==> src/core/sscs_pkg.sv <==
// sscs_pkg: constants and types shared by the sync serial port core
// assumes byte addresses on a 32-bit classic wishbone bus
`default_nettype none
package sscs_pkg;
    // ==========================================================
    // register offsets (byte addresses)
    localparam logic [11:0] OFS_CTRL = 12'h380;
    localparam logic [11:0] OFS_BAUD = 12'h384;
    localparam logic [11:0] OFS_TXB = 12'h388;
    localparam logic [11:0] OFS_RXB = 12'h38C;
    localparam logic [11:0] OFS_ISR = 12'h3A0;
    localparam logic [11:0] OFS_IMR = 12'h3A4;
    // ==========================================================
    // control / status bit positions
    localparam int B_EN = 15;
    localparam int B_MS = 14;
    localparam int B_BSY = 12;
    localparam int B_BEN = 11;
    localparam int B_PEN = 10;
    localparam int B_REN = 9;
    localparam int B_TEN = 8;
    localparam int B_PO = 6;
    localparam int B_PH = 5;
    localparam int B_HB = 4;
    // ==========================================================
    // event bits of status and mask registers
    localparam int I_TE = 0;
    localparam int I_RE = 1;
    localparam int I_PE = 2;
    localparam int I_BE = 3;
    localparam int I_WD = 4;
    // ==========================================================
    // reset values, write masks, counts
    localparam logic [15:0] CTRL_RST = 16'h0000;
    localparam logic [15:0] CTRL_WMASK = 16'hCF7F;
    localparam logic [15:0] BAUD_RST = 16'h0000;
    localparam logic [4:0] IRQ_RST = 5'h00;
    localparam logic [3:0] GUARD_CYC = 4'h2;
    localparam logic [1:0] SYNC_RST = 2'h0;
    typedef enum {ST_IDLE, ST_RUN} sscs_state_t;
endpackage
`default_nettype wire

==> src/core/sscs_sync2.sv <==
// sscs_sync2: two-stage synchroniser for the serial clock and data pins
// assumes inputs are asynchronous to i_clk
`default_nettype none
module sscs_sync2
    import sscs_pkg::*;
(
    input wire logic i_clk,
    input wire logic i_rstn,
    input wire logic i_ce,
    input wire logic [1:0] i_d,
    output logic [1:0] o_q
);
    logic [1:0] meta_q;

    // ==========================================================
    // first stage feeds the second only
    always_ff @(posedge i_clk or negedge i_rstn) begin
        if (!i_rstn) begin
            meta_q <= SYNC_RST;
            o_q <= SYNC_RST;
        end else if (i_ce) begin
            meta_q <= i_d;
            o_q <= meta_q;
        end
    end
endmodule
`default_nettype wire

==> src/core/sscs_top.sv <==
// sscs_top: control/status register and serial engine of a sync serial port
// assumes a classic wishbone master on i_core_clk; pins are asynchronous
//
// The implementer's own choice: the Wishbone interface to the registers.
`default_nettype none
module sscs_top
    import sscs_pkg::*;
(
    input wire logic i_core_clk,
    input wire logic i_rstn,
    input wire logic i_ce,
    input wire logic i_wb_cyc,
    input wire logic i_wb_stb,
    input wire logic i_wb_we,
    input wire logic [11:0] i_wb_adr,
    input wire logic [3:0] i_wb_sel,
    input wire logic [31:0] i_wb_dat,
    output logic [31:0] o_wb_dat,
    output logic o_wb_ack,
    output logic o_irq,
    input wire logic i_sclk,
    output logic o_sclk,
    output logic o_sclk_oe,
    input wire logic i_rx_data,
    output logic o_tx_data
);
    // ==========================================================
    // helpers
    function automatic logic [15:0] wmerge(input logic [15:0] o, input logic [15:0] n,
                                           input logic [3:0] s);
        wmerge = {s[1] ? n[15:8] : o[15:8], s[0] ? n[7:0] : o[7:0]};
    endfunction

    function automatic logic [15:0] txalign(input logic [15:0] w, input logic [4:0] n,
                                            input logic m);
        txalign = m ? 16'(w << (5'h10 - n)) : w;
    endfunction

    function automatic logic outbit(input logic [15:0] s, input logic m);
        outbit = m ? s[15] : s[0];
    endfunction

    function automatic logic [3:0] sat(input logic [3:0] c);
        sat = (c >= GUARD_CYC) ? c : c + 4'h1;
    endfunction

    // ==========================================================
    // state
    logic [1:0] pin_s;
    logic [15:0] ctrl_q, ctrl_d, baud_q, baud_d, txb_q, txb_d, rxb_q, rxb_d;
    logic tx_full_q, tx_full_d, rx_full_q, rx_full_d;
    logic [4:0] isr_q, isr_d, imr_q, imr_d, ev;
    logic [31:0] dat_q, dat_d;
    logic ack_q, ack_d, irq_q, irq_d;
    sscs_state_t st_q, st_d;
    logic sclk_q, sclk_d, oe_q, oe_d, txd_q, txd_d;
    logic [15:0] div_q, div_d, tsh_q, tsh_d, rsh_q, rsh_d, rx_word;
    logic [5:0] edge_q, edge_d;
    logic [4:0] bits_q, bits_d;
    logic [18:0] per_q, per_d;
    logic per_vld_q, per_vld_d, sclk_prev_q, rxd_prev_q;
    logic [3:0] chg_q, chg_d, smp_q, smp_d;
    logic ev_start, ev_done;

    sscs_sync2 u_sync (
        .i_clk(i_core_clk),
        .i_rstn(i_rstn),
        .i_ce(i_ce),
        .i_d({i_sclk, i_rx_data}),
        .o_q(pin_s)
    );

    // ==========================================================
    // decoded controls
    wire en = ctrl_q[B_EN];
    wire ms = ctrl_q[B_MS];
    wire cpol = ctrl_q[B_PO];
    wire cpha = ctrl_q[B_PH];
    wire msb = ctrl_q[B_HB];
    wire [4:0] len = {1'b0, ctrl_q[3:0]} + 5'h01;
    wire [18:0] hp = {3'h0, baud_q} + 19'h00001;
    wire busy = (st_q == ST_RUN);

    wire hit = i_wb_cyc && i_wb_stb;
    wire wr_now = hit && i_wb_we && ack_q;
    wire rd_rxb = hit && !i_wb_we && ack_q && (i_wb_adr == OFS_RXB);
    wire rd_ctrl = hit && !i_wb_we && !ack_q && (i_wb_adr == OFS_CTRL);

    // link edges: slave edges from the synchronised pin
    wire s_chg = pin_s[1] != sclk_prev_q;
    wire s_lead = !ms && s_chg && (pin_s[1] != cpol);
    wire s_trail = !ms && s_chg && (pin_s[1] == cpol);
    wire m_tog = busy && ms && (div_q == 16'h0000);
    wire lead = s_lead || (m_tog && sclk_q == cpol);
    wire trail = s_trail || (m_tog && sclk_q != cpol);
    // how a word starts in each role
    wire start = !busy && en && (ms ? tx_full_q : s_lead);
    wire run = busy || start;
    wire samp_e = run && (cpha ? lead : trail);
    wire shift_e = busy && (cpha ? trail : lead) && bits_q != 5'h00 && bits_q < len;
    wire rx_chg = pin_s[0] != rxd_prev_q;

    // ==========================================================
    // event decode; disabled checks never raise a flag
    always_comb begin
        ev = 5'h00;
        ev[I_TE] = ev_start && !tx_full_q && ctrl_q[B_TEN];
        ev[I_RE] = ev_done && rx_full_q && ctrl_q[B_REN];
        ev[I_PE] = run && ctrl_q[B_PEN] &&
                   ((samp_e && (rx_chg || chg_q < GUARD_CYC)) || (rx_chg && smp_q < GUARD_CYC));
        ev[I_BE] = s_lead && busy && per_vld_q && ctrl_q[B_BEN] &&
                   (per_q >= (hp << 2) || per_q <= hp);
        ev[I_WD] = ev_done;
    end

    // ==========================================================
    // register file and bus slave
    always_comb begin
        ctrl_d = ctrl_q;
        baud_d = baud_q;
        txb_d = txb_q;
        rxb_d = rxb_q;
        tx_full_d = tx_full_q;
        rx_full_d = rx_full_q;
        imr_d = imr_q;
        isr_d = isr_q;
        ack_d = hit && !ack_q;
        dat_d = 32'h0000_0000;
        if (hit && !ack_q && !i_wb_we) begin
            case (i_wb_adr)
                OFS_CTRL: dat_d = {16'h0000, en ? {1'b1, ms, 1'b0, busy, isr_q[I_BE], isr_q[I_PE],
                                   isr_q[I_RE], isr_q[I_TE], 4'h0, bits_q[3:0]} : ctrl_q};
                OFS_BAUD: dat_d = {16'h0000, baud_q};
                OFS_TXB: dat_d = {16'h0000, txb_q};
                OFS_RXB: dat_d = {16'h0000, rxb_q};
                OFS_ISR: dat_d = {27'h0000000, isr_q};
                OFS_IMR: dat_d = {27'h0000000, imr_q};
                default: dat_d = 32'h0000_0000;
            endcase
        end
        if (rd_rxb) begin
            rx_full_d = 1'b0;
        end
        if (ev_start) begin
            tx_full_d = 1'b0;
        end
        if (wr_now) begin
            case (i_wb_adr)
                OFS_CTRL: begin
                    // only the enable bit moves while operating
                    if (!en) begin
                        ctrl_d = wmerge(ctrl_q, i_wb_dat[15:0], i_wb_sel) & CTRL_WMASK;
                    end else if (i_wb_sel[1]) begin
                        ctrl_d[B_EN] = i_wb_dat[B_EN];
                    end
                end
                OFS_BAUD: baud_d = wmerge(baud_q, i_wb_dat[15:0], i_wb_sel);
                OFS_TXB: begin
                    txb_d = wmerge(txb_q, i_wb_dat[15:0], i_wb_sel);
                    tx_full_d = 1'b1;
                end
                OFS_ISR: begin
                    if (i_wb_sel[0]) begin
                        isr_d = isr_q & ~i_wb_dat[4:0];
                    end
                end
                OFS_IMR: begin
                    if (i_wb_sel[0]) begin
                        imr_d = i_wb_dat[4:0];
                    end
                end
                default: ;
            endcase
        end
        // a completed word always lands; set beats clear on every flag
        if (ev_done) begin
            rxb_d = rx_word;
            rx_full_d = 1'b1;
        end
        isr_d = isr_d | ev;
        irq_d = |(isr_d & imr_d);
    end

    always_ff @(posedge i_core_clk or negedge i_rstn) begin
        if (!i_rstn) begin
            ctrl_q <= CTRL_RST;
            baud_q <= BAUD_RST;
            txb_q <= 16'h0000;
            rxb_q <= 16'h0000;
            tx_full_q <= 1'b0;
            rx_full_q <= 1'b0;
            isr_q <= IRQ_RST;
            imr_q <= IRQ_RST;
            dat_q <= 32'h0000_0000;
            ack_q <= 1'b0;
            irq_q <= 1'b0;
        end else if (i_ce) begin
            ctrl_q <= ctrl_d;
            baud_q <= baud_d;
            txb_q <= txb_d;
            rxb_q <= rxb_d;
            tx_full_q <= tx_full_d;
            rx_full_q <= rx_full_d;
            isr_q <= isr_d;
            imr_q <= imr_d;
            dat_q <= dat_d;
            ack_q <= ack_d;
            irq_q <= irq_d;
        end
    end

    // ==========================================================
    // serial engine
    always_comb begin
        st_d = st_q;
        sclk_d = sclk_q;
        div_d = div_q;
        edge_d = edge_q;
        bits_d = bits_q;
        tsh_d = tsh_q;
        rsh_d = rsh_q;
        per_d = (&per_q) ? per_q : per_q + 19'h00001;
        per_vld_d = per_vld_q;
        chg_d = rx_chg ? 4'h0 : sat(chg_q);
        smp_d = samp_e ? 4'h0 : sat(smp_q);
        ev_start = 1'b0;
        ev_done = 1'b0;
        rx_word = rsh_q;
        case (st_q)
            ST_IDLE: begin
                // clock rests at the polarity level
                sclk_d = cpol;
                tsh_d = txalign(txb_q, len, msb);
                rsh_d = 16'h0000;
                bits_d = 5'h00;
                per_vld_d = 1'b0;
                if (start) begin
                    st_d = ST_RUN;
                    ev_start = 1'b1;
                    div_d = baud_q;
                    edge_d = 6'h00;
                end
            end
            ST_RUN: begin
                // internal divider toggles the driven clock
                if (m_tog) begin
                    div_d = baud_q;
                    sclk_d = ~sclk_q;
                    edge_d = edge_q + 6'h01;
                    if (edge_q + 6'h01 == {len, 1'b0}) begin
                        st_d = ST_IDLE;
                    end
                end else if (ms) begin
                    div_d = div_q - 16'h0001;
                end
                if (shift_e) begin
                    tsh_d = msb ? {tsh_q[14:0], 1'b0} : {1'b0, tsh_q[15:1]};
                end
            end
            default: st_d = ST_IDLE;
        endcase
        if (s_lead) begin
            per_d = 19'h00001;
            per_vld_d = run;
        end
        // latch receive bit on the sampling edge
        if (samp_e) begin
            rsh_d = msb ? {rsh_d[14:0], pin_s[0]} : {pin_s[0], rsh_d[15:1]};
            bits_d = bits_q + 5'h01;
            if (bits_q + 5'h01 == len) begin
                ev_done = 1'b1;
                rx_word = msb ? rsh_d : 16'(rsh_d >> (5'h10 - len));
                // slave word ends on its last sample
                if (!ms) begin
                    st_d = ST_IDLE;
                end
            end
        end
        if (!en) begin
            st_d = ST_IDLE;
            sclk_d = cpol;
        end
        oe_d = en && ms;
        txd_d = outbit(tsh_d, msb);
    end

    always_ff @(posedge i_core_clk or negedge i_rstn) begin
        if (!i_rstn) begin
            st_q <= ST_IDLE;
            sclk_q <= 1'b0;
            oe_q <= 1'b0;
            txd_q <= 1'b0;
            div_q <= 16'h0000;
            edge_q <= 6'h00;
            bits_q <= 5'h00;
            tsh_q <= 16'h0000;
            rsh_q <= 16'h0000;
            per_q <= 19'h00000;
            per_vld_q <= 1'b0;
            sclk_prev_q <= 1'b0;
            rxd_prev_q <= 1'b0;
            chg_q <= GUARD_CYC;
            smp_q <= GUARD_CYC;
        end else if (i_ce) begin
            st_q <= st_d;
            sclk_q <= sclk_d;
            oe_q <= oe_d;
            txd_q <= txd_d;
            div_q <= div_d;
            edge_q <= edge_d;
            bits_q <= bits_d;
            tsh_q <= tsh_d;
            rsh_q <= rsh_d;
            per_q <= per_d;
            per_vld_q <= per_vld_d;
            sclk_prev_q <= pin_s[1];
            rxd_prev_q <= pin_s[0];
            chg_q <= chg_d;
            smp_q <= smp_d;
        end
    end

    assign o_wb_dat = dat_q;
    assign o_wb_ack = ack_q;
    assign o_irq = irq_q;
    assign o_sclk = sclk_q;
    assign o_sclk_oe = oe_q;
    assign o_tx_data = txd_q;
endmodule
`default_nettype wire

==> config.mk <==
export PLATFORM = sky130hd
export DESIGN_NAME = sscs_top
export DESIGN_NICKNAME = d
export VERILOG_FILES = /design/src/core/sscs_pkg.sv /design/src/core/sscs_sync2.sv /design/src/core/sscs_top.sv
export SDC_FILE = /design/constraint.sdc
export NUM_CORES = 1
export LEC_CHECK = 0
export ABC_CLOCK_PERIOD_IN_PS = 9300
export BUFFER_PORTS_ARGS = -buffer_cell sky130_fd_sc_hd__buf_2
export CAP_MARGIN = 20
export CORE_MARGIN = 2
export CORE_UTILIZATION = 43
export CTS_CLUSTER_DIAMETER = 150
export DETAILED_ROUTE_END_ITERATION = 6
export GPL_TIMING_DRIVEN = 0
export PLACE_DENSITY = 0.65
export RECOVER_POWER = 100
export SKIP_CTS_REPAIR_TIMING = 1
export SYNTH_ARGS = -nofsm -noshare
export SYNTH_HDL_FRONTEND = slang
export SYNTH_SLANG_ARGS = --single-unit
==> constraint.sdc <==
create_clock -name i_core_clk -period 9.3 [get_ports i_core_clk]
set_input_delay 1.395 -clock i_core_clk [delete_from_list [all_inputs] [get_ports i_core_clk]]
set_output_delay 1.395 -clock i_core_clk [all_outputs]
set_load 0.05 [all_outputs]
==> summary.txt <==
Status
  – Outcome: finished with violations
  – Failing checks: capacitance limit, slew limit

GRT
  – Global-route wire length before repair: 67900 um
  – Remaining global-route overflow: 0
  – Vias in the first global route: 11.7k
  – Antenna violations before repair: 1
  – Largest net degree at the start of global routing: 92
  – GRT Resource Usage Total: 26.2%

Final layout
  – Layout cells sized above 1: 12.2%
  – Most frequent cells in the layout: dfrtp_1 (217), nand2_1 (121), nor2_1 (118)
  – Fillcell total: 2986
  – Area of the multi-input gates: 0.00749 mm2
  – Area Growth Syn to Fin: 12.2%
  – Finished Layout Cells: 1950
  – Post-layout util: 48.7%
  – Final nets: 1623
  – Fin area: 0.0153 mm2
  – Commonest non-fill, non-tap cell in the layout: dfrtp_1
  – Sequential Area: 0.00548 mm2

Pwr
  – Worst VDD drop: 0.135 mV
  – Leak: 6.44 nW
  – Power Density: 151 mW/mm2

Routing
  – Final ANT Viol Nets: 0
  – Routed wire length: 43200 um
  – Overall via count from detail_route: 11.9k
  – Iter 0 DRT Violations: 1219
  – First-pass detailed-route iteration total: 7
  – Vias per cell: 6.13
  – # DRC: 0
  – WL/cell: 22.1 um

Hold path
  – Worst hold endpoint: st_q[18]
  – Hold Crit Class: reg -> reg
  – Hold Path Origin: st_q[18]
  – WHS Path Cells: 1

Yosys
  – Asr flop ratio synth: 100%
  – Synthesized area per cell: 9.54 um2
  – Post-Syn Instances: 1426
  – Top_reg_cell synth: dfrtp_1
  – Post-Syn Area: 0.0136 mm2
  – Yosys warnings: 0
  – Post-synthesis register bit count: 219
  – Seq/Total Area, Yosys: 40.3%
  – Post-synth EDFFs: 0
  – Synth unique cells: 90

Clock network
  – Clock Tree Buf Depth: 3
  – Clk slew on worst S/H paths: 0.06 ns
  – Total number of H-tree levels: 1
  – Root Driver: clkbuf_16
  – Clk_lat worst skew: 0.55 ns
  – TritonCTS buffer count: 26
  – CTS tree: yes
  – # clock sinks: 219

Critical path
  – Setup crit start kind: flip-flop
  – CP endpoint kind: flip-flop
  – R2r startpoint: ctrl_q[0]
  – Worst Path Max Fanout: 10
  – Reg2reg end: st_q[9]
  – Setup slack, reg-to-reg: 4.75 ns
  – CP required: 9.77 ns
  – Worst path arrival time: 5.02 ns
  – CP Class: reg -> reg
  – FF-to-FF path depth: 11

Die
  – Core ar.: 0.0313 mm2
  – IO Count: 93
  – Die height: 182 um
  – Starting Density: 43.4%
  – Num rows: 65
  – Die width: 182 um
  – Die area: 0.0331 mm2

Place
  – Post-DP HPWL: 31900 um
  – RePlAce Congestion: 0.987
  – Placed cells: 1902
  – Placed Area: 0.0145 mm2
  – IO buf count: 57

STA
  – Crit path time final: 4.55 ns
  – Hold Vio Cnt, Final: 0
  – Final setup violation count: 0
  – Fin crit share: 48.9%
  – Skew final: 0.0161 ns
  – Slew @ Worst Pin: 2.43 ns
  – Fmax: 0.220 GHz
  – Slew margin rel.: -62.2%
  – RSZ-0062 raised after global routing: no
  – Fin Setup TNS: 0 ns
  – Fin. max-slew vios: 40

Flow run
  – Maxcap violations: 2
[worst max-delay path, cell delays in order (launching register included)]
cell	delay [ns]
dfrtp_1	0.37
clkbuf_1	0.42
clkbuf_1	0.48
clkbuf_1	0.57
clkinv_1	0.50
ha_1	0.42
nor3_1	0.06
nand4_1	0.18
o2111ai_1	0.19
o41ai_1	0.71
clkbuf_1	0.36
and2_0	0.19
[per-layer routing]
layer | vias up | track usage, % | part of all wire, %
met5 | - | 0 | 0
met2 | 500 | 40.4 | 44
met4 | 0 | 11.0 | 4.5
li1 | 5431 | - | -
met1 | 5902 | 35.8 | 43
met3 | 112 | 5.80 | 8.1
[flip-flops by register name (all words and copies together), names as in the netlist, 2 cells and up, named ones only]
| register | count |
|---|---|
| baud_q | 16 |
| bits_q | 5 |
| chg_q | 4 |
| ctrl_q | 12 |
| div_q | 16 |
| edge_q | 6 |
| imr_q | 5 |
| isr_q | 5 |
| o_wb_dat | 16 |
| per_q | 19 |
| rsh_q | 16 |
| rxb_q | 16 |
| smp_q | 4 |
| st_q | 32 |
| tsh_q | 16 |
| txb_q | 16 |
| u_sync.meta_q | 2 |
| u_sync.o_q | 2 |
[per-stage QoR]
stage | power [mW] | hold WS, ns | setup WS, ns
floorplan | 1.20 | 0.438 | 5.49
global placement | 1.28 | 0.460 | 3.03
detailed placement | 1.29 | 0.469 | 5.04
CTS | 2.33 | 0.488 | 4.96
global route | 2.40 | 0.500 | 4.38
finish | 2.30 | 0.484 | 4.75
[Yosys cell counts (6+ instances only)]
master	number	share of area, %
nand2_1	119	3.3
o21ai_0	78	2.9
o21a_1	8	0.44
buf_1	10	0.28
nand4_1	16	0.74
dfrtp_1	217	40
a222oi_1	11	0.81
a211oi_1	12	0.66
o21ai_1	10	0.37
a21o_1	14	0.77
o22ai_1	21	0.97
and2_1	34	1.6
ha_1	39	3.6
nor3_1	38	1.4
o2bb2ai_1	13	0.84
inv_1	36	0.99
mux2i_1	45	3.3
and3_1	13	0.60
a31oi_1	15	0.69
mux4_2	23	3.8
o31ai_1	6	0.33
a22o_1	25	1.6
nand3_1	47	1.7
nor4_1	16	0.74
xor2_1	28	1.8
buf_4	16	0.88
a22oi_1	16	0.88
clkbuf_1	57	1.6
mux2_2	55	4.6
a21oi_1	91	3.3
xnor2_1	30	1.9
buf_2	17	0.63
nor2_1	115	3.2
mux2_1	12	0.99
or3_1	13	0.60
[power by group]
part	switching (mW)	internal (mW)
Combinational	0.154	0.0974
Clock	0.415	0.618
Sequential	0.0354	0.984
[how the worst max path moves through the flow]
stage	start	endpoint	cells past startpoint	slack, ns
floorplan	i_wb_adr[1]	o_irq	10	5.49
global placement	i_rstn	rsh_q[0]	1	3.03
detailed placement	ctrl_q[0]	tsh_q[14]	13	5.04
CTS	ctrl_q[0]	tsh_q[14]	13	4.96
global route	ctrl_q[0]	st_q[5]	11	4.38
finish	ctrl_q[0]	st_q[9]	11	4.75
[layout make-up]
cell class	count	area share, %
Antenna cell	1	0.0164
Buffer	101	2.99
Clock buffer	39	4.98
Clock inverter	8	0.689
Inverter	39	0.960
Multi-Input combinational cell	1082	49.1
Sequential cell	219	35.9
Tap cell	402	3.30
Timing Repair Buffer	59	2.04
[cells by family (layout without fill, tap and decap cells)]
family / Yosys count / count (layout) / share of synthesized area [%]
and+or+nand+nor: 462 / 462 / 17.0
AOI/OAI and AO/OA: 368 / 368 / 17.7
DFF: 219 / 219 / 40.3
buffers and inverters: 140 / 246 / 4.52
muxes: 135 / 135 / 12.7
xor gates and xnor gates: 59 / 59 / 3.90
adders and majority gates: 42 / 42 / 3.81
other: 1 / 17 / 0.0276
(Power assumes the default switching activity.)
